<file path="src/logic/aoc_defs.svh">
// Constants for the alarm output conditioner
`ifndef AOC_DEFS_SVH
`define AOC_DEFS_SVH
`define AOC_CLK_HZ        200000000
`define AOC_TICK_SEC      1
`define AOC_TICK_CYC      (`AOC_CLK_HZ * `AOC_TICK_SEC)
`define AOC_DLY_MAX       999
`define AOC_TYPE_NONE     4'h0
`define AOC_TYPE_LOOP     4'hC
`define AOC_TYPE_THIRTEEN 4'hD
`define AOC_A_CTRL        12'h000
`define AOC_A_LATCH_EN    12'h004
`define AOC_A_OPEN_ALM    12'h008
`define AOC_A_CANCEL      12'h00C
`define AOC_A_LEVEL       12'h010
`define AOC_A_STATUS      12'h014
`define AOC_A_IRQ_STAT    12'h018
`define AOC_A_IRQ_MASK    12'h01C
`define AOC_A_OUT         12'h020
`define AOC_A_TYPE0       12'h040
`define AOC_A_ON0         12'h060
`define AOC_A_OFF0        12'h080
`define AOC_RST_DLY       10'h000
`define AOC_RST_TYPE      4'h1
`endif

</file>
<file path="src/logic/aoc_pkg.sv">
// Types for the alarm output conditioner
package aoc_pkg;
  typedef enum logic [1:0] {
    AOC_IDLE  = 2'b00,
    AOC_ONDLY = 2'b01,
    AOC_ACT   = 2'b11,
    AOC_OFFDLY = 2'b10
  } aoc_state_type;
endpackage

</file>
<file path="src/logic/aoc_channel.sv">
// One alarm channel: ON/OFF delay, latch and output polarity
`timescale 1ns/1ps
`include "aoc_defs.svh"
module aoc_channel
  import aoc_pkg::*;
#(
  parameter int DLY_W = 10
) (
  input  wire logic             i_clk_sys,
  input  wire logic             i_rstn,
  input  wire logic             i_tick,
  input  wire logic             i_raw,
  input  wire logic [3:0]       i_type,
  input  wire logic             i_latch_allowed,
  input  wire logic             i_latch_en,
  input  wire logic             i_open_alm,
  input  wire logic             i_cancel,
  input  wire logic             i_cfg_level,
  input  wire logic [DLY_W-1:0] i_on_dly,
  input  wire logic [DLY_W-1:0] i_off_dly,
  output logic                  o_alarm,
  output logic                  o_latched,
  output logic                  o_drive
);
  aoc_state_type    state_q;
  logic [DLY_W-1:0] cnt_q;
  logic             latch_q;
  logic             rel_pend_q;
  logic             no_delay;
  logic             cond;

  ////////////////////////////////////////////////////////////////////////
  // Delays are bypassed for types without delay support
  assign no_delay = (i_type == `AOC_TYPE_NONE) ||
                    (i_type == `AOC_TYPE_LOOP) ||
                    (i_type == `AOC_TYPE_THIRTEEN); // RULE11
  assign cond = i_raw && (i_type != `AOC_TYPE_NONE);

  // Delay state machine; counts in whole seconds on the tick
  always_ff @(posedge i_clk_sys or negedge i_rstn) begin
    if (!i_rstn) begin
      state_q <= AOC_IDLE; // RULE13
      cnt_q   <= '0;
    end else begin
      case (state_q)
        AOC_IDLE: begin
          if (cond) begin
            if (no_delay || i_on_dly == '0) begin
              state_q <= AOC_ACT; // RULE8
            end else begin
              state_q <= AOC_ONDLY; // RULE7
              cnt_q   <= i_on_dly;
            end
          end else if (i_cancel && latch_q && !rel_pend_q && !no_delay &&
                       i_off_dly != '0) begin
            // Held latch with the condition gone: cancel runs the OFF delay
            state_q <= AOC_OFFDLY; // RULE4
            cnt_q   <= i_off_dly;
          end
        end
        AOC_ONDLY: begin
          if (!cond) begin
            state_q <= AOC_IDLE;
          end else if (i_tick) begin
            if (cnt_q == DLY_W'(1)) begin
              state_q <= AOC_ACT; // RULE7
            end
            cnt_q <= cnt_q - DLY_W'(1);
          end
        end
        AOC_ACT: begin
          // A latch cancel also runs through the OFF delay
          if (!cond || rel_pend_q) begin
            if (no_delay || i_off_dly == '0) begin
              state_q <= AOC_IDLE; // RULE10
            end else begin
              state_q <= AOC_OFFDLY; // RULE9 RULE4
              cnt_q   <= i_off_dly;
            end
          end
        end
        AOC_OFFDLY: begin
          if (cond && !rel_pend_q && !latch_q) begin
            state_q <= AOC_ACT;
          end else if (i_tick) begin
            if (cnt_q == DLY_W'(1)) begin
              state_q <= AOC_IDLE; // RULE9
            end
            cnt_q <= cnt_q - DLY_W'(1);
          end
        end
        default: begin
          state_q <= AOC_IDLE;
        end
      endcase
    end
  end

  ////////////////////////////////////////////////////////////////////////
  // Latch: set when delayed alarm asserts; held until cancel and expiry
  always_ff @(posedge i_clk_sys or negedge i_rstn) begin
    if (!i_rstn) begin
      latch_q    <= 1'b0; // RULE13
      rel_pend_q <= 1'b0;
    end else if (i_cfg_level) begin
      latch_q    <= 1'b0; // RULE2
      rel_pend_q <= 1'b0;
    end else begin
      if (state_q == AOC_ACT && i_latch_en && i_latch_allowed) begin
        latch_q <= 1'b1; // RULE1 RULE5
      end
      if (i_cancel && latch_q) begin
        rel_pend_q <= 1'b1; // RULE1
      end
      // Release only when the OFF delay has run out
      if (rel_pend_q && state_q == AOC_IDLE) begin
        latch_q    <= 1'b0; // RULE4
        rel_pend_q <= 1'b0;
      end
    end
  end

  ////////////////////////////////////////////////////////////////////////
  // Output: forced off in configuration levels, polarity applied
  always_ff @(posedge i_clk_sys or negedge i_rstn) begin
    if (!i_rstn) begin
      o_alarm <= 1'b0;
      o_drive <= 1'b0;
    end else begin
      o_alarm <= !i_cfg_level &&
                 (state_q == AOC_ACT || state_q == AOC_OFFDLY ||
                  latch_q); // RULE3 RULE2
      o_drive <= (!i_cfg_level &&
                  (state_q == AOC_ACT || state_q == AOC_OFFDLY ||
                   latch_q)) ^ i_open_alm; // RULE12 RULE3
    end
  end
  assign o_latched = latch_q;
endmodule

</file>
<file path="src/logic/aoc_top.sv">
// Alarm output conditioner top: APB registers, tick and four channels
//
// Operation
// RULE1 - A latched channel holds its alarm until power cycle or a cancel.
// RULE2 - Entering a configuration level forces latched outputs off.
// RULE3 - While latched, the output stays in its alarm polarity.
// RULE4 - With nonzero OFF delay, a cancel releases only after it expires.
// RULE5 - Latch works on ch1 except type 0, ch2-4 except types 0 and 12.
// RULE6 - Each of four channels has its own ON and OFF delay.
// RULE7 - Output stays off until the ON delay (0-999 s) has elapsed.
// RULE8 - An ON delay of zero disables it; zero is the default.
// RULE9 - Output stays on until the OFF delay (0-999 s) has elapsed.
// RULE10 - An OFF delay of zero disables it; zero is the default.
// RULE11 - Delays do not apply to alarm types 0, 12 and 13.
// RULE12 - Open-in-alarm channels invert the alarm; close-in passes it.
// RULE13 - A one-second tick drives the counters; reset clears all state.
//
// Register map: byte offsets of 32-bit words, no wait states
// 0x000 control: bit0 enables the key cancel, bit1 the event cancel
// 0x004 latch enable, one bit per channel
// 0x008 open-in-alarm, one bit per channel
// 0x00C writing bit0 as one issues a software latch cancel
// 0x010 configuration level: bit0 forces outputs off, drops latches
// 0x014 status: bits 3:0 alarm active, bits 7:4 latched
// 0x018 interrupt status, write one to clear
// 0x01C interrupt mask, same layout as the status
// 0x020 readback of the output drive
// 0x040 + 4 * ch: alarm type of channel ch
// 0x060 + 4 * ch: ON delay of channel ch, whole seconds
// 0x080 + 4 * ch: OFF delay of channel ch, whole seconds
// Unmapped reads return zero; unmapped writes are dropped.
//
// Interfaces
// The register bus is APB with pready tied high and pslverr tied low.
// Raw alarms come from the comparators, one bit per channel.
// Output drives go to the auxiliary output drivers; one means closed.
//
// Timing
// Raw alarms are taken as synchronous to the system clock; with no
// delay a change reaches the output pins two clocks later.
// The tick runs free, so the first second of a delay may be short: a
// delay of N seconds ends between N - 1 and N seconds after its start.
// Delays above the maximum are clamped, not refused, so the bus never
// has to return an error.
// Read data is loaded in the setup cycle and stands for the access
// cycle only; it reads zero at every other time.
//
// Reset
// Reset clears every latch, counter and setting; types come up as 1
// and both delays as zero, so a channel works with no set-up at all.
//
// Hazards
// A configuration level wins over every other input of a channel and
// drops its latch as well, but not its delay state, so leaving the level
// revives an old alarm for the rest of an OFF delay still running.
// A set of interrupt status in the same cycle as a write-one-to-clear
// wins, so no alarm edge is ever lost.
// A cancel with no latch held is ignored and not remembered; cancel
// sources are ORed; key and event each have their own enable so that an unused key
// or event input cannot drop a latch by accident.
// A latch release waits for the OFF delay even when the condition had
// cleared long before the cancel, so the pin behaves the same way in
// both cases.
// Settings written while a delay runs apply at its next start; a count
// in progress is not reloaded.
//
// Limitations
// Delays count whole seconds only; there is no finer unit.
// All channels share one tick, so two delays of equal length started
// within the same second end in the same cycle.
// Types 12 and 13 bypass both delays; type 0 never raises an alarm.
// Channel 1 may latch a type 12 alarm; channels 2 to 4 may not.
// The bus has no byte strobes; every write replaces the whole word.
`timescale 1ns/1ps
`include "aoc_defs.svh"
module aoc_top
  import aoc_pkg::*;
#(
  parameter int N_CH     = 4,
  parameter int DLY_W    = 10,
  parameter int TICK_CYC = `AOC_TICK_CYC
) (
  input  wire logic            i_clk_sys,
  input  wire logic            i_rstn,
  input  wire logic            i_psel,
  input  wire logic            i_penable,
  input  wire logic            i_pwrite,
  input  wire logic [11:0]     i_paddr,
  input  wire logic [31:0]     i_pwdata,
  output logic [31:0]          o_prdata,
  output logic                 o_pready,
  output logic                 o_pslverr,
  input  wire logic [N_CH-1:0] i_alarm_raw,
  input  wire logic            i_front_function_key,
  input  wire logic            i_event_cancel,
  output logic [N_CH-1:0]      o_aux_out,
  output logic                 o_irq
);
  // Tick generator
  logic [31:0]      tick_cnt_q;
  logic             tick;

  // Software settings and cancel sources
  logic [N_CH-1:0]  latch_en_q;
  logic [N_CH-1:0]  open_alm_q;
  logic             lcf_key_en_q;
  logic             lcf_evt_en_q;
  logic             level_q;
  logic             sw_cancel;
  logic             cancel;

  // Per-channel settings
  logic [3:0]       type_q   [N_CH];
  logic [DLY_W-1:0] on_dly_q [N_CH];
  logic [DLY_W-1:0] off_dly_q[N_CH];

  // Channel status and interrupt state
  logic [N_CH-1:0]  alarm;
  logic [N_CH-1:0]  alarm_prev_q;
  logic [N_CH-1:0]  latched;
  logic [N_CH-1:0]  allowed;
  logic [N_CH-1:0]  irq_stat_q;
  logic [N_CH-1:0]  irq_mask_q;
  logic [N_CH-1:0]  rise;

  // Bus decode
  logic             wr_en;
  logic             rd_en;

  ////////////////////////////////////////////////////////////////////////
  // One-second tick from the system clock; 32 bits hold any clock rate
  // up to about four gigahertz, and the tick is one cycle wide so that
  // each channel counts it exactly once
  assign tick = (tick_cnt_q == 32'(TICK_CYC - 1)); // RULE13
  always_ff @(posedge i_clk_sys or negedge i_rstn) begin
    if (!i_rstn) begin
      tick_cnt_q <= 32'h0000_0000;
    end else if (tick) begin
      tick_cnt_q <= 32'h0000_0000;
    end else begin
      tick_cnt_q <= tick_cnt_q + 32'h0000_0001;
    end
  end

  ////////////////////////////////////////////////////////////////////////
  // APB slave: zero-wait; writes land on the access edge, while reads
  // are loaded at the setup edge so the data stands through the access
  assign wr_en     = i_psel && i_penable && i_pwrite;
  assign rd_en     = i_psel && !i_penable && !i_pwrite;
  assign o_pready  = 1'b1;
  assign o_pslverr = 1'b0;
  assign sw_cancel = wr_en && (i_paddr == `AOC_A_CANCEL) && i_pwdata[0];

  // Latch cancel sources: key, event input, or software
  // The software cancel is a one-cycle pulse from a bus write; key and
  // event input are levels, and a held key starts no second OFF delay
  assign cancel = (lcf_key_en_q && i_front_function_key) ||
                  (lcf_evt_en_q && i_event_cancel) || sw_cancel; // RULE1

  // Control registers
  // Writes to read-only or unmapped offsets fall through the default
  always_ff @(posedge i_clk_sys or negedge i_rstn) begin
    if (!i_rstn) begin
      latch_en_q   <= '0;
      open_alm_q   <= '0;
      lcf_key_en_q <= 1'b0;
      lcf_evt_en_q <= 1'b0;
      level_q      <= 1'b0;
      irq_mask_q   <= '0;
    end else if (wr_en) begin
      case (i_paddr)
        `AOC_A_CTRL: begin
          lcf_key_en_q <= i_pwdata[0];
          lcf_evt_en_q <= i_pwdata[1];
        end
        `AOC_A_LATCH_EN: latch_en_q <= i_pwdata[N_CH-1:0];
        `AOC_A_OPEN_ALM: open_alm_q <= i_pwdata[N_CH-1:0];
        `AOC_A_LEVEL:    level_q    <= i_pwdata[0];
        `AOC_A_IRQ_MASK: irq_mask_q <= i_pwdata[N_CH-1:0];
        default: begin
        end
      endcase
    end
  end

  ////////////////////////////////////////////////////////////////////////
  // Per-channel settings and conditioners
  // One generate loop keeps the channels identical but for the latch rule of channel 1
  genvar g;
  generate
    for (g = 0; g < N_CH; g++) begin : g_ch
      // Independent delay and type registers per channel
      always_ff @(posedge i_clk_sys or negedge i_rstn) begin
        if (!i_rstn) begin
          type_q[g]    <= `AOC_RST_TYPE;
          on_dly_q[g]  <= DLY_W'(`AOC_RST_DLY); // RULE8
          off_dly_q[g] <= DLY_W'(`AOC_RST_DLY); // RULE10
        end else if (wr_en) begin
          // Only the low four bits of the word hold the type
          if (i_paddr == `AOC_A_TYPE0 + 12'(4 * g)) begin
            type_q[g] <= i_pwdata[3:0];
          end
          // Values above 999 are clamped to the maximum
          // so that a stray large write cannot wrap the counter
          if (i_paddr == `AOC_A_ON0 + 12'(4 * g)) begin
            on_dly_q[g] <= (i_pwdata > `AOC_DLY_MAX) ?
                           DLY_W'(`AOC_DLY_MAX) :
                           i_pwdata[DLY_W-1:0]; // RULE6 RULE7
          end
          if (i_paddr == `AOC_A_OFF0 + 12'(4 * g)) begin
            off_dly_q[g] <= (i_pwdata > `AOC_DLY_MAX) ?
                            DLY_W'(`AOC_DLY_MAX) :
                            i_pwdata[DLY_W-1:0]; // RULE6 RULE9
          end
        end
      end

      // Channel 1 excludes type 0 only; others also exclude type 12
      // A latch refused here still lets the alarm itself through
      assign allowed[g] = (type_q[g] != `AOC_TYPE_NONE) &&
                          ((g == 0) ||
                           (type_q[g] != `AOC_TYPE_LOOP)); // RULE5

      // Conditioner; the tick and the cancel are shared by all channels
      aoc_channel #(
        .DLY_W (DLY_W)
      ) u_ch (
        .i_clk_sys       (i_clk_sys),
        .i_rstn          (i_rstn),
        .i_tick          (tick),
        .i_raw           (i_alarm_raw[g]),
        .i_type          (type_q[g]),
        .i_latch_allowed (allowed[g]),
        .i_latch_en      (latch_en_q[g]),
        .i_open_alm      (open_alm_q[g]),
        .i_cancel        (cancel),
        .i_cfg_level     (level_q),
        .i_on_dly        (on_dly_q[g]),
        .i_off_dly       (off_dly_q[g]),
        .o_alarm         (alarm[g]),
        .o_latched       (latched[g]),
        .o_drive         (o_aux_out[g])
      );
    end
  endgenerate

  ////////////////////////////////////////////////////////////////////////
  // Interrupts: alarm rising edge sets sticky bit; set wins over clear
  // The edge detector starts at zero, the idle level of an alarm
  assign rise = alarm & ~alarm_prev_q;
  always_ff @(posedge i_clk_sys or negedge i_rstn) begin
    if (!i_rstn) begin
      alarm_prev_q <= '0;
      irq_stat_q   <= '0;
    end else begin
      alarm_prev_q <= alarm;
      if (wr_en && i_paddr == `AOC_A_IRQ_STAT) begin
        irq_stat_q <= (irq_stat_q & ~i_pwdata[N_CH-1:0]) | rise;
      end else begin
        irq_stat_q <= irq_stat_q | rise;
      end
    end
  end
  // Level interrupt: high while any unmasked status bit is set
  assign o_irq = |(irq_stat_q & irq_mask_q);

  ////////////////////////////////////////////////////////////////////////
  // Read data; unmapped addresses read zero
  // Per-channel words are found by a loop, since their offsets repeat
  // every four bytes for each channel
  always_ff @(posedge i_clk_sys or negedge i_rstn) begin
    if (!i_rstn) begin
      o_prdata <= 32'h0000_0000;
    end else begin
      o_prdata <= 32'h0000_0000;
      if (rd_en) begin
        case (i_paddr)
          `AOC_A_CTRL:     o_prdata <= {30'h0, lcf_evt_en_q, lcf_key_en_q};
          `AOC_A_LATCH_EN: o_prdata <= 32'(latch_en_q);
          `AOC_A_OPEN_ALM: o_prdata <= 32'(open_alm_q);
          `AOC_A_LEVEL:    o_prdata <= {31'h0, level_q};
          `AOC_A_STATUS:   o_prdata <= 32'({latched, alarm});
          `AOC_A_IRQ_STAT: o_prdata <= 32'(irq_stat_q);
          `AOC_A_IRQ_MASK: o_prdata <= 32'(irq_mask_q);
          `AOC_A_OUT:      o_prdata <= 32'(o_aux_out);
          default: begin
            for (int k = 0; k < N_CH; k++) begin
              if (i_paddr == `AOC_A_TYPE0 + 12'(4 * k)) begin
                o_prdata <= 32'(type_q[k]);
              end
              if (i_paddr == `AOC_A_ON0 + 12'(4 * k)) begin
                o_prdata <= 32'(on_dly_q[k]);
              end
              if (i_paddr == `AOC_A_OFF0 + 12'(4 * k)) begin
                o_prdata <= 32'(off_dly_q[k]);
              end
            end
          end
        endcase
      end
    end
  end
endmodule

</file>
<file path="config.mk">
export PLATFORM = sky130hd
export DESIGN_NAME = aoc_top
export DESIGN_NICKNAME = d
export VERILOG_FILES = /design/src/logic/aoc_pkg.sv /design/src/logic/aoc_channel.sv /design/src/logic/aoc_top.sv
export VERILOG_INCLUDE_DIRS = /design/src /design/src/logic
export SDC_FILE = /design/constraint.sdc
export NUM_CORES = 1
export LEC_CHECK = 0
export BUFFER_PORTS_ARGS = -buffer_cell sky130_fd_sc_hd__buf_2
export CAP_MARGIN = 20
export CORE_ASPECT_RATIO = 1.4
export CORE_MARGIN = 4
export CORE_UTILIZATION = 60
export CTS_BUF_LIST = sky130_fd_sc_hd__clkbuf_4
export DETAILED_ROUTE_END_ITERATION = 12
export GPL_ROUTABILITY_DRIVEN = 0
export PLACE_DENSITY = 0.79
export SLEW_MARGIN = 5
export SYNTH_ARGS = -nofsm -noshare
export SYNTH_HDL_FRONTEND = slang
export SYNTH_SLANG_ARGS = --single-unit
</file>
<file path="constraint.sdc">
create_clock -name i_clk_sys -period 3.1 [get_ports i_clk_sys]
set_input_delay 0.465 -clock i_clk_sys [delete_from_list [all_inputs] [get_ports i_clk_sys]]
set_output_delay 0.465 -clock i_clk_sys [all_outputs]
set_load 0.02 [all_outputs]
</file>
# [Yosys cells after proc, flatten, opt, wreduce, memory -nomap -nowiden]
# Cells that the tools add are included.
[op_classes] n_reduce_logical=164 n_eq_ne=88 n_mux=125 order_cmp=1 add_sub_neg=5 bitwise_logic=11
[op_table] cell="$mux 32" n=13
[op_table] cell="$mux 10" n=33
[op_table] cell="$pmux 32 s8" n=1
[op_table] cell="$pmux 10 s4" n=4
[op_table] cell="$eq 12x7->1 const B" n=8
[op_table] cell="$mux 2" n=44
[op_table] cell="$logic_not 10->1" n=8
[op_table] cell="$logic_and 1x1->1" n=56
[op_table] cell="$eq 12x5->1 const B" n=4
[op_table] cell="$eq 12x8->1 const B" n=4
[op_table] cell="$reduce_and 6->1" n=8
[op_table] cell="$eq 10x1->1 const B" n=4
[op_table] cell="$reduce_bool 10->1" n=4
[op_table] cell="$sub 10x1->10 const B" n=4
[op_table] cell="$reduce_and 2->1" n=17
[op_table] cell="$ne 3x3->1 const B" n=11
[op_table] cell="$add 32x1->32 const B" n=1
[op_table] cell="$eq 32x28->1 const B" n=1
[op_table] cell="$eq 4x4->1 const B" n=8
[op_table] cell="$gt 32x10->1 const B" n=1
[op_table] cell="$pmux 2 s4" n=4
[op_table] cell="$logic_or 1x1->1" n=30
[op_table] cell="$ne 3x1->1 const B" n=9
[op_table] cell="$eq 12x4->1 const B" n=2
[op_table] cell="other kinds (21)" n=115
[word_totals] register_bits=247 output_inout_bits=39

# [Longest topological paths before layout]
# Gate-level depths: netlist of the first run.
[depth] word_depth=15 depth_mapped=9

# [Cells and area by module]
# From an unflattened synthesis of the first run, not the netlist that was laid out.
[unflattened] cells_unflattened=1516 area_unflattened_um2=13770.7
[modules_own_cells] module="aoc_top" area_per_inst_um2=8115.3 instances=1 cells_each=844
[modules_own_cells] module="aoc_channel" area_per_inst_um2=1413.9 instances=4 cells_each=168

# [Least setup slack after synthesis of the first run]
# Ideal clock, no wire load.
[synth_timing] kind="input-to-reg" start="in i_paddr[9]" end="reg g_ch[1].u_ch.cnt_q[0]" setup_slack_ps=553 t_required_ps=2975 path_stages=6 setup_time_ps=125 t_arrival_ps=2422 path_buffers=0 cell_sequence="nor4_2 nand2_2 o31ai_4 a41oi_1 a211oi_4 mux2_2"
[synth_via] elab_chain_cells=10
[synth_lines] element="start: declaration" line_no="aoc_top.sv:88" text="input wire logic [11:0] i_paddr,"
[synth_lines] element="$eq 12x4->1 (no source line)"
[synth_lines] element="$logic_and 1x1->1 (2 in series)" line_no="aoc_top.sv:152" text="assign sw_cancel = wr_en && (i_paddr == `AOC_A_CANCEL) && i_pwdata[0];"
[synth_lines] element="$logic_or 1x1->1" line_no="aoc_top.sv:158" text="(lcf_evt_en_q && i_event_cancel) || sw_cancel;"
[synth_lines] element="$logic_and 1x1->1 (4 in series)" line_no="aoc_channel.sv:54" text="end else if (i_cancel && latch_q && !rel_pend_q && !no_delay &&"
[synth_lines] element="$ne 3x1->1 (no source line)"
[synth_lines] element="$reduce_and 6->1 (no source line)"
[synth_lines] element="end signal: assignment" line_no="aoc_channel.sv:52" text="cnt_q <= i_on_dly;"
[synth_lines] element="end signal: assignment" line_no="aoc_channel.sv:58" text="cnt_q <= i_off_dly;"
[synth_lines] element="end signal: assignment" line_no="aoc_channel.sv:68" text="cnt_q <= cnt_q - DLY_W'(1);"
[synth_lines] element="end: declaration" line_no="aoc_channel.sv:26" text="logic [DLY_W-1:0] cnt_q;"
# Every way passes these cells.
# A chain may end at the register's enable or synchronous reset.

# [Final worst setup path of the first run]
[layout_timing] start="reg tick_cnt_q[11]" end="reg g_ch[1].u_ch.cnt_q[0]"
[layout_via] elab_chain_cells=4 elab_cells_between_ends=5 classes_between="1 x eq/ne; 4 x mux"
[layout_lines] element="start: declaration" line_no="aoc_top.sv:100" text="logic [31:0] tick_cnt_q;"
[layout_lines] element="start signal: assignment" line_no="aoc_top.sv:141" text="tick_cnt_q <= tick_cnt_q + 32'h0000_0001;"
[layout_lines] element="$eq 32x28->1 *" line_no="aoc_top.sv:134" text="assign tick = (tick_cnt_q == 32'(TICK_CYC - 1));"
[layout_lines] element="$mux 10 *"
[layout_lines] element="$mux 10, on equally long branches"
[layout_lines] element="$pmux 10 s4 *"
[layout_lines] element="end signal: assignment" line_no="aoc_channel.sv:68"
[layout_lines] element="end signal: assignment" line_no="aoc_channel.sv:78" text="cnt_q <= i_off_dly;"
[layout_lines] element="end signal: assignment" line_no="aoc_channel.sv:89" text="cnt_q <= cnt_q - DLY_W'(1);"
# Every way passes the cells marked *; elsewhere a longest branch is shown, timed or not. The select of a mux whose other input is x is not followed.

==> run_results.csv, run 1 <==
group,metric,value,unit
clocking,root_buffer,"clkbuf_4",
placement,dp_slack,212.8,ps
worst_setup_path,critPathCaptureType,"flop",
yosys,synth_top_area_frac,0.4160,
worst_setup_path,r2r_setup_slack,300,ps
run_status,status,"completed",
routing,drt-pass1-iter-count,9,
cells_and_area,stdcell_area,0.01478,mm²
yosys,ys_seq_elements,225,
floorplan,die_h,184.1,µm
sta,post-route-period-util,0.9020,
clocking,clkLatencyLatePin,670,ps
worst_setup_path,worstSetupStartpointType,"flop",
routing,wirelength,39230,µm
grt,antenna_found_initial,2,
clocking,cts_buffers,53,
sta,slew_headroom,0.4432,
pwr,switchingPower,3087,µW
floorplan,dieWidth,133.8,µm
worst_setup_path,startpoint,"tick_cnt_q[11]",
worst_setup_path,r2r-end,"g_ch[1].u_ch.cnt_q[0]",
flow_run,drv_cap,0,
placement,placed_cell_area,0.01413,mm²
clocking,clkTransAtPathRegs,70,ps
grt,grt-ovfl-total,0,
cells_and_area,synthToLayoutAreaGrowth,11.18,%
sta,rsz0062_at_grt,"no",
clocking,clkSinkCount,225,
yosys,yosys-top-cells-area,"dfrtp_1 (42%), mux2_2 (8.0%), nor2_1 (4.6%)",
pwr,seq_power_share,0.417,
worst_setup_path,path_class,"reg2reg",
worst_setup_path,cp_slowest_cell,"a211oi_4",
clocking,cts_resized,0,
sta,setup_tns,0,ps
grt,grt_max_degree,73,
clocking,cts_tree,"built",
sta,worst_pin_slew,823.6,ps
hold_path,hold_path.class,"in2reg",
sta,clock.fmax,0.3576,GHz
worst_setup_path,crit_family,"simple AND/OR/NAND/NOR gates",
pwr,swShare,0.3518,
worst_setup_path,crit_arrival,3330,ps
sta,holdWs,224.5,ps
yosys,synthFlopType,"dfrtp_1",
pwr,power,8774,µW
yosys,synth_edf_count,0,
clocking,cts_setup_buffers,0,
pwr,p_comb_frac,0.327,
routing,drc_errors,0,
routing,wl_per_cell,21.01,µm
worst_setup_path,path_buf_inv,1,
floorplan,io_pins,94,
worst_setup_path,cp.depth,7,
yosys,ys_seq_area_frac,0.4239,
routing,via_per_inst,6.485,
placement,portBuffers,69,
cells_and_area,drive_gt1_frac,0.2117,
yosys,syn_inst,1424,
sta,setup_viol,0,
yosys,synth.yosys.warnings,0,
clocking,clk_path_buf_depth,3,
worst_setup_path,worstPathMaxFanout,10,
grt,grt_pass1_wl,62390,µm
floorplan,core_area,0.02186,mm²
routing,via_count,12110,
pwr,intPower,5687,µW
worst_setup_path,reg2reg_depth,7,
grt,track_usage,0.3172,
pwr,leakagePower,0.006495,µW
worst_setup_path,crit_end,"g_ch[1].u_ch.cnt_q[0]",
sta,finClkSkew,24.66,ps
worst_setup_path,required,3630,ps
yosys,synth_top_area_cell,"dfrtp_1",
routing,final_antenna_net_count,0,
yosys,avgSynthCellArea,9.335,µm²
routing,detail_route.iter0.violations,1276,
yosys,yosysMostFrequentCell,"dfrtp_1",
yosys,yosys-top-cells-count,"dfrtp_1 (221), nor2_1 (162), nand2_1 (145)",
pwr,power_density,593.7,mW/mm²
worst_setup_path,max_stage_delay,470,ps
sta,period_needed,2796,ps
worst_setup_path,rr_startpoint,"tick_cnt_q[11]",
sta,setup_ws,303.9,ps
clocking,hold_buffers,1,
yosys,ys_types,80,
yosys,synth-async-reset-ratio,1.000,
placement,dp_hpwl,28810,µm
sta,drv_slew,0,
pwr,clockPowerShare,0.256,
grt,grt_pass1_vias,12030,
floorplan,start_util,0.6081,
pwr,vdd_drop_max,0.5573,mV
cells_and_area,nets,1613,
worst_setup_path,worstPathCellList,"nor4_1, nand4b_1, nor4_4, buf_4, o22ai_1, a211oi_4, mux2_2",
clocking,ctsHtreeMaxLevel,2,
yosys,syn_area,0.01329,mm²
sta,hold_violations,0,
floorplan,dieArea,0.02463,mm²
floorplan,placementRows,64,
-- per-stage QoR --
step                      instances  utilization
final                          1867       0.6761
after global routing           1867       0.6761
after CTS                      1865       0.6758
after detailed placement       1770       0.6464
after global placement         1770       0.6464
after floorplan                1446            -
-- worst min-delay path by stage --
stage | from | end | slack (ps) | depth (start not counted)
floorplan | i_rstn | alarm_prev_q[0] | 170 | 0
global placement | g_ch[3].u_ch.o_alarm | alarm_prev_q[3] | 390 | 0
detailed placement | g_ch[3].u_ch.o_alarm | alarm_prev_q[3] | 400 | 0
CTS | i_pwdata[0] | irq_stat_q[0] | 180 | 3
global route | i_pwdata[0] | irq_stat_q[0] | 200 | 3
finish | i_pwdata[0] | irq_stat_q[0] | 220 | 3
-- cells by family (layout without fill, tap and decap cells) --
family	count (synthesis)	count (layout)	share of synthesized area
multiplexers	107	107	0.08980
XOR/XNOR	62	62	0.04085
flip-flops	225	225	0.4239
other	2	26	0.0005650
AO/OA/AOI/OAI	363	363	0.1882
adder cells (fa/ha/maj)	29	29	0.02730
buffers and inverters	131	253	0.04528
AND/OR/NAND/NOR	505	505	0.1841
-- area by class of cell --
type                    instances  area, µm²
diodes                          2      5.005
flip-flops and latches        225       5635
multi-input cells            1090       7194
fillers                      1762       7082
clock buffers                  73      548.0
clock inverters                21      85.08
repair buffers                124      808.3
well taps                     297      371.6
inverters                      35      131.4
-- cells in the final DEF (no fill, tap or decap), types with 22 or more instances in the layout --
cell        n
a21oi_1   109
a221oi_1   39
a31oi_1    48
buf_2      68
buf_4      51
clkbuf_4   73
conb_1     24
dfrtp_1   221
ha_1       29
inv_1      35
mux2_2     94
nand2_1   145
nand3_1    22
nor2_1    162
nor3_1     26
nor4_1     35
o21ai_0    38
xnor2_1    31
xor2_1     31
-- power by group through the flow --
| stage | clock network [µW] | logic (µW) | registers, µW |
|---|---|---|---|
| 2_1_floorplan | 0 | 2290 | 3590 |
| 3_3_place_gp | 0 | 2750 | 3680 |
| 3_5_place_dp | 0 | 2830 | 3690 |
| 4_1_cts | 2300 | 2850 | 3650 |
| 5_1_grt | 2460 | 3190 | 3700 |
| 6_report | 2250 | 2870 | 3650 |
-- worst reg2reg max path, delay by kind of cell (launching register included) --
family,cells,cell delay (ps)
multiplexers,1,400
AND/OR/NAND/NOR,3,1020
flip-flops,1,430
buffers and inverters,1,230
AO/OA/AOI/OAI,2,590
-- per-layer routing --
metal,up-vias,global-route usage,wire (µm),share of wire
li1,5444,-,-,-
met1,5795,0.3650,14210,0.36
met2,675,0.5440,19020,0.48
met3,194,0.06363,3228,0.082
met4,0,0.1947,2772,0.071
met5,-,0,0,0
-- state kept, by name (all words and copies together) (netlist names) --
register and cells:
g_ch.u_ch.o_alarm 4, o_prdata 10, alarm_prev_q 4, g_ch.u_ch.rel_pend_q 4, open_alm_q 4, latch_en_q 4, g_ch.u_ch.cnt_q 40, g_ch.u_ch.state_q 8
on_dly_q 40, lcf_evt_en_q 1, g_ch.u_ch.o_latched 4, off_dly_q 40, g_ch.u_ch.o_drive 4, lcf_key_en_q 1, level_q 1, type_q 16
irq_stat_q 4, irq_mask_q 4, tick_cnt_q 32
No activity file was read; power rests on OpenSTA's default activity.
==> inputs of run 2 (changes only) <==
Settings changed: CAP_MARGIN 20 to 40.
Clock period 3.1 ns to 2.65 ns, I/O delays scaled along.
==> run 2 against run 1 <==
  * Final cell count is 2.8% higher
  * Die area stayed put
  * Register-to-register slack worse by 250 ps
  * Clock-buffer cell count is 6 higher
  * Global-route usage is 1.1 points higher
  * Clock skew is 6.9 ps higher
  * Routed wire length is 2.7% higher
==> run_results.csv, run 2 (synthesis gave the netlist of run 1 again) <==
group,metric,value,unit
worst_setup_path,worstSetupStartpointType,"flop",
sta,setup_viol,0,
clocking,clkLatencyLatePin,700,ps
worst_setup_path,critPathCaptureType,"flop",
sta,drv_slew,0,
grt,grt_pass1_vias,12410,
clocking,clkSinkCount,225,
floorplan,start_util,0.6081,
hold_path,hold_path.class,"in2reg",
routing,final_antenna_net_count,0,
flow_run,drv_cap,0,
floorplan,placementRows,64,
cells_and_area,stdcell_area,0.01526,mm²
worst_setup_path,worstPathMaxFanout,14,
pwr,vdd_drop_max,0.7449,mV
cells_and_area,final_common_cell,"dfrtp_1",
cells_and_area,nets,1665,
cells_and_area,fillers,1757,
grt,grt-ovfl-total,0,
worst_setup_path,path_class,"reg2reg",
routing,wl_per_cell,20.98,µm
placement,portBuffers,69,
floorplan,dieArea,0.02463,mm²
clocking,ctsHtreeMaxLevel,2,
cells_and_area,drive_gt1_frac,0.2394,
cells_and_area,post_layout_nonfiller_instances,1920,
routing,drc_errors,0,
sta,hold_violations,0,
sta,post-route-period-util,0.9815,
placement,place_inst,1814,
floorplan,die_h,184.1,µm
run_status,status,"completed",
grt,grt_pass1_wl,64060,µm
routing,via_per_inst,6.421,
cells_and_area,multi_input_area,0.007223,mm²
cells_and_area,layout_common_cells,"dfrtp_1 (221), nor2_1 (162), nand2_1 (144)",
pwr,leakagePower,0.006783,µW
clocking,cts_buffers,56,
cells_and_area,regArea,0.005635,mm²
worst_setup_path,required,3200,ps
pwr,power_density,697.4,mW/mm²
sta,finClkSkew,31.55,ps
grt,antenna_found_initial,2,
routing,drt-pass1-iter-count,6,
clocking,clk_path_buf_depth,3,
worst_setup_path,crit_arrival,3150,ps
clocking,cts_tree,"built",
routing,detail_route.iter0.violations,1175,
sta,worst_pin_slew,779.8,ps
routing,wirelength,40290,µm
floorplan,core_area,0.02186,mm²
cells_and_area,synthToLayoutAreaGrowth,14.77,%
placement,dp_hpwl,30210,µm
grt,track_usage,0.3280,
placement,placed_cell_area,0.01451,mm²
routing,via_count,12330,
sta,slew_headroom,0.4728,
cells_and_area,reg_top3,"g_ch.u_ch.cnt_q (40), off_dly_q (40), on_dly_q (40)",
clocking,root_buffer,"clkbuf_4",
floorplan,io_pins,94,
sta,clock.fmax,0.3845,GHz
clocking,clkTransAtPathRegs,70,ps
sta,period_needed,2601,ps
grt,grt_max_degree,74,
floorplan,dieWidth,133.8,µm
## run 2: layout make-up
type	instances	share of cell area
antenna	2	0.0003281
clock inverter	19	0.004839
multi-input combinational	1091	0.4735
clock buffer	79	0.03887
sequential	225	0.3694
timing repair buffer	172	0.08013
inverter	35	0.008611
tap	297	0.02436
## run 2: path summary, 6_finish.rpt
| check | to | slack [ps] | depth (start not counted) | from |
|---|---|---|---|---|
| max | g_ch[0].u_ch.cnt_q[1] | 50 | 10 | tick_cnt_q[12] |
| min | irq_stat_q[1] | 140 | 3 | i_pwdata[1] |
| max reg2reg | g_ch[0].u_ch.cnt_q[1] | 50 | 10 | tick_cnt_q[12] |
| min reg2reg | alarm_prev_q[1] | 420 | 0 | g_ch[1].u_ch.o_alarm |
| max in group asynchronous | type_q[4] | 1610 | 3 | i_rstn |
| min in group asynchronous | g_ch[2].u_ch.state_q[0] | 270 | 2 | i_rstn |
## run 2: through the flow
stage | hold slack (ps) | setup TNS (ps) | total power (µW) | worst slack, ps | utilization
floorplan | 101.9 | 0 | 6884 | 134.5 | -
global placement | 399.1 | 0 | 7688 | 51.55 | 0.6638
detailed placement | 403.4 | 0 | 7836 | 7.434 | 0.6638
CTS | 110.1 | 0 | 10630 | 6.001 | 0.6948
global route | 153.4 | -1412 | 11280 | -85.71 | 0.6977
finish | 135.3 | 0 | 10640 | 48.97 | 0.6979
## run 2: metal layers
layer	GRT usage	wire length, µm
met5	0	0
met4	0.2198	3152
met3	0.06253	3281
met2	0.5748	20060
met1	0.3605	13790
## run 2: what timing repair did
action	4_1_cts	5_1_grt
resized for setup	0	7
hold buffers	1	0
buffers inserted	0	4
hold endpoints to repair	68	0
setup endpoints to repair	0	33
## run 2: critical path, stage by stage, from the launching register on
cell and delay [ps]:
dfrtp_1 430, nor4bb_1 320, nand4b_1 190, buf_4 180
nor4_4 180, buf_4 180, buf_12 140, o22ai_1 120
a211oi_4 230, buf_12 170, mux2_2 330
## run 2: power by group
part,internal (µW),switching (µW)
Sequential,3850,424
Clock,1370,1410
Combinational,1640,1940
==> inputs of run 3 (changes only) <==
Settings changed: CORE_UTILIZATION 60 to 26, PLACE_DENSITY 0.79 to not set.
==> run 3 against run 2 <==
  * Core utilization decreased by 38 points
  * Critical path depth fell by 2
  * Hold slack worse by 62 ps
  * Sequential power barely moved
  * Worst setup slack improved by 96 ps
  * Register-to-register slack gained 96 ps
  * Global-route usage decreased by 17 points
  * Die area is 120% higher
  * Power is 5.7% higher
==> run_results.csv, run 3 (synthesis gave the netlist of run 1 again) <==
group,metric,value,unit
worst_setup_path,rr_startpoint,"tick_cnt_q[20]",
grt,grt_pass1_wl,68390,µm
sta,setup_viol,0,
clocking,cts_buffers,67,
grt,grt_pass1_vias,12450,
routing,drt-pass1-iter-count,7,
pwr,vdd_drop_max,0.5061,mV
sta,clock.fmax,0.3992,GHz
cells_and_area,fillers,5213,
grt,grt_max_degree,69,
pwr,leakagePower,0.006928,µW
cells_and_area,multi_input_area,0.007218,mm²
worst_setup_path,worstSetupStartpointType,"flop",
floorplan,dieWidth,199.1,µm
clocking,clkLatencyLatePin,780,ps
floorplan,dieArea,0.05486,mm²
routing,via_count,12200,
clocking,cts_tree,"built",
routing,detail_route.iter0.violations,867,
routing,wl_per_cell,19.11,µm
floorplan,die_h,275.5,µm
pwr,power_density,705.3,mW/mm²
floorplan,core_area,0.05037,mm²
cells_and_area,post_layout_nonfiller_instances,2294,
hold_path,hold_end,"open_alm_q[2]",
cells_and_area,final_util,0.3165,
clocking,root_buffer,"clkbuf_4",
worst_setup_path,reg2reg_depth,8,
worst_setup_path,required,3280,ps
grt,antenna_found_initial,2,
hold_path,whs_path_depth,2,
floorplan,placementRows,97,
floorplan,start_util,0.2639,
placement,dp_hpwl,32660,µm
cells_and_area,nets,1688,
sta,finClkSkew,38.20,ps
sta,drv_slew,0,
hold_path,worstHoldStart,"i_pwdata[2]",
routing,final_antenna_net_count,0,
worst_setup_path,r2r_setup_slack,140,ps
grt,track_usage,0.1582,
cells_and_area,drive_gt1_frac,0.2492,
clocking,clkSinkCount,225,
cells_and_area,reg_top3,"g_ch.u_ch.cnt_q (40), off_dly_q (40), on_dly_q (40)",
flow_run,drv_cap,0,
cells_and_area,layout_common_cells,"dfrtp_1 (221), nor2_1 (162), nand2_1 (145)",
cells_and_area,final_common_cell,"dfrtp_1",
placement,placed_cell_area,0.01501,mm²
worst_setup_path,worstPathMaxFanout,10,
worst_setup_path,critPathCaptureType,"flop",
floorplan,io_pins,94,
sta,hold_violations,0,
cells_and_area,synthToLayoutAreaGrowth,19.92,%
worst_setup_path,r2r-end,"g_ch[1].u_ch.cnt_q[3]",
clocking,clk_path_buf_depth,3,
worst_setup_path,path_class,"reg2reg",
sta,period_needed,2505,ps
sta,post-route-period-util,0.9453,
placement,place_inst,2171,
placement,portBuffers,69,
sta,worst_pin_slew,756.9,ps
sta,slew_headroom,0.4954,
hold_path,hold_path.class,"in2reg",
cells_and_area,stdcell_area,0.01594,mm²
cells_and_area,regArea,0.005635,mm²
routing,wirelength,43840,µm
clocking,ctsHtreeMaxLevel,3,
run_status,status,"completed",
routing,via_per_inst,5.319,
routing,drc_errors,0,
clocking,clkTransAtPathRegs,70,ps
grt,grt-ovfl-total,0,
worst_setup_path,crit_arrival,3140,ps
run 3: metal layers:
layer | share of wire | global-route usage | routed length [µm]
met1 | 0.39 | 0.1803 | 17140
met3 | 0.055 | 0.03321 | 2398
met2 | 0.49 | 0.2683 | 21300
met5 | 0 | 0 | 0
met4 | 0.068 | 0.09975 | 3001
run 3: layout make-up:
cell class              count  share of cell area
clock inverters            22             0.01036
inverters                  35            0.008242
clock buffers              88             0.04144
flip-flops and latches    225              0.3535
multi-input cells        1091              0.4528
diodes                      6           0.0009419
repair buffers            184             0.08218
well taps                 643             0.05047
run 3: worst max-delay path by stage:
| stage | startpoint | to | slack [ps] | cells after the start |
|---|---|---|---|---|
| 2_1_floorplan | tick_cnt_q[0] | g_ch[0].u_ch.cnt_q[1] | 130 | 8 |
| 3_3_place_gp | i_paddr[9] | o_prdata[1] | -300 | 6 |
| 3_5_place_dp | i_paddr[9] | o_prdata[1] | -310 | 6 |
| 4_1_cts | tick_cnt_q[0] | g_ch[2].u_ch.state_q[1] | 30 | 10 |
| 5_1_grt | tick_cnt_q[11] | g_ch[1].u_ch.cnt_q[3] | -3 | 8 |
| 6_report | tick_cnt_q[20] | g_ch[1].u_ch.cnt_q[3] | 140 | 8 |
run 3: report_power, final:
group          total [µW]  switching (µW)  internal, µW
Combinational        3620            1930          1690
Clock                3360            1530          1830
Sequential           4260             414          3850
run 3: per-stage QoR:
stage | setup WS [ps] | total power, µW | hold WS (ps) | TNS (ps)
after CTS | 30.91 | 11330 | 27.99 | 0
after floorplan | 134.5 | 6884 | 101.9 | 0
after global routing | -2.606 | 12010 | -8.148 | -6.747
final | 145.0 | 11240 | 72.88 | 0
after global placement | -300.1 | 7794 | 390.0 | -2103
after detailed placement | -312.1 | 7882 | 388.4 | -2988
run 3: timing repair:
item                                   in CTS  in global routing
buffers inserted                            0                  4
gates resized for setup                     0                  7
setup endpoints to repair                   0                 40
hold buffers                                2                  0
endpoints found under the hold margin      61                  0
run 3: critical path, stage by stage, from the launching register on:
cell and delay [ps]:
dfrtp_1 410, nor4b_1 310, nand4b_1 260, nor4_4 370, buf_6 190, o22ai_1 110, a211oi_4 230, buf_12 170
mux2_2 330
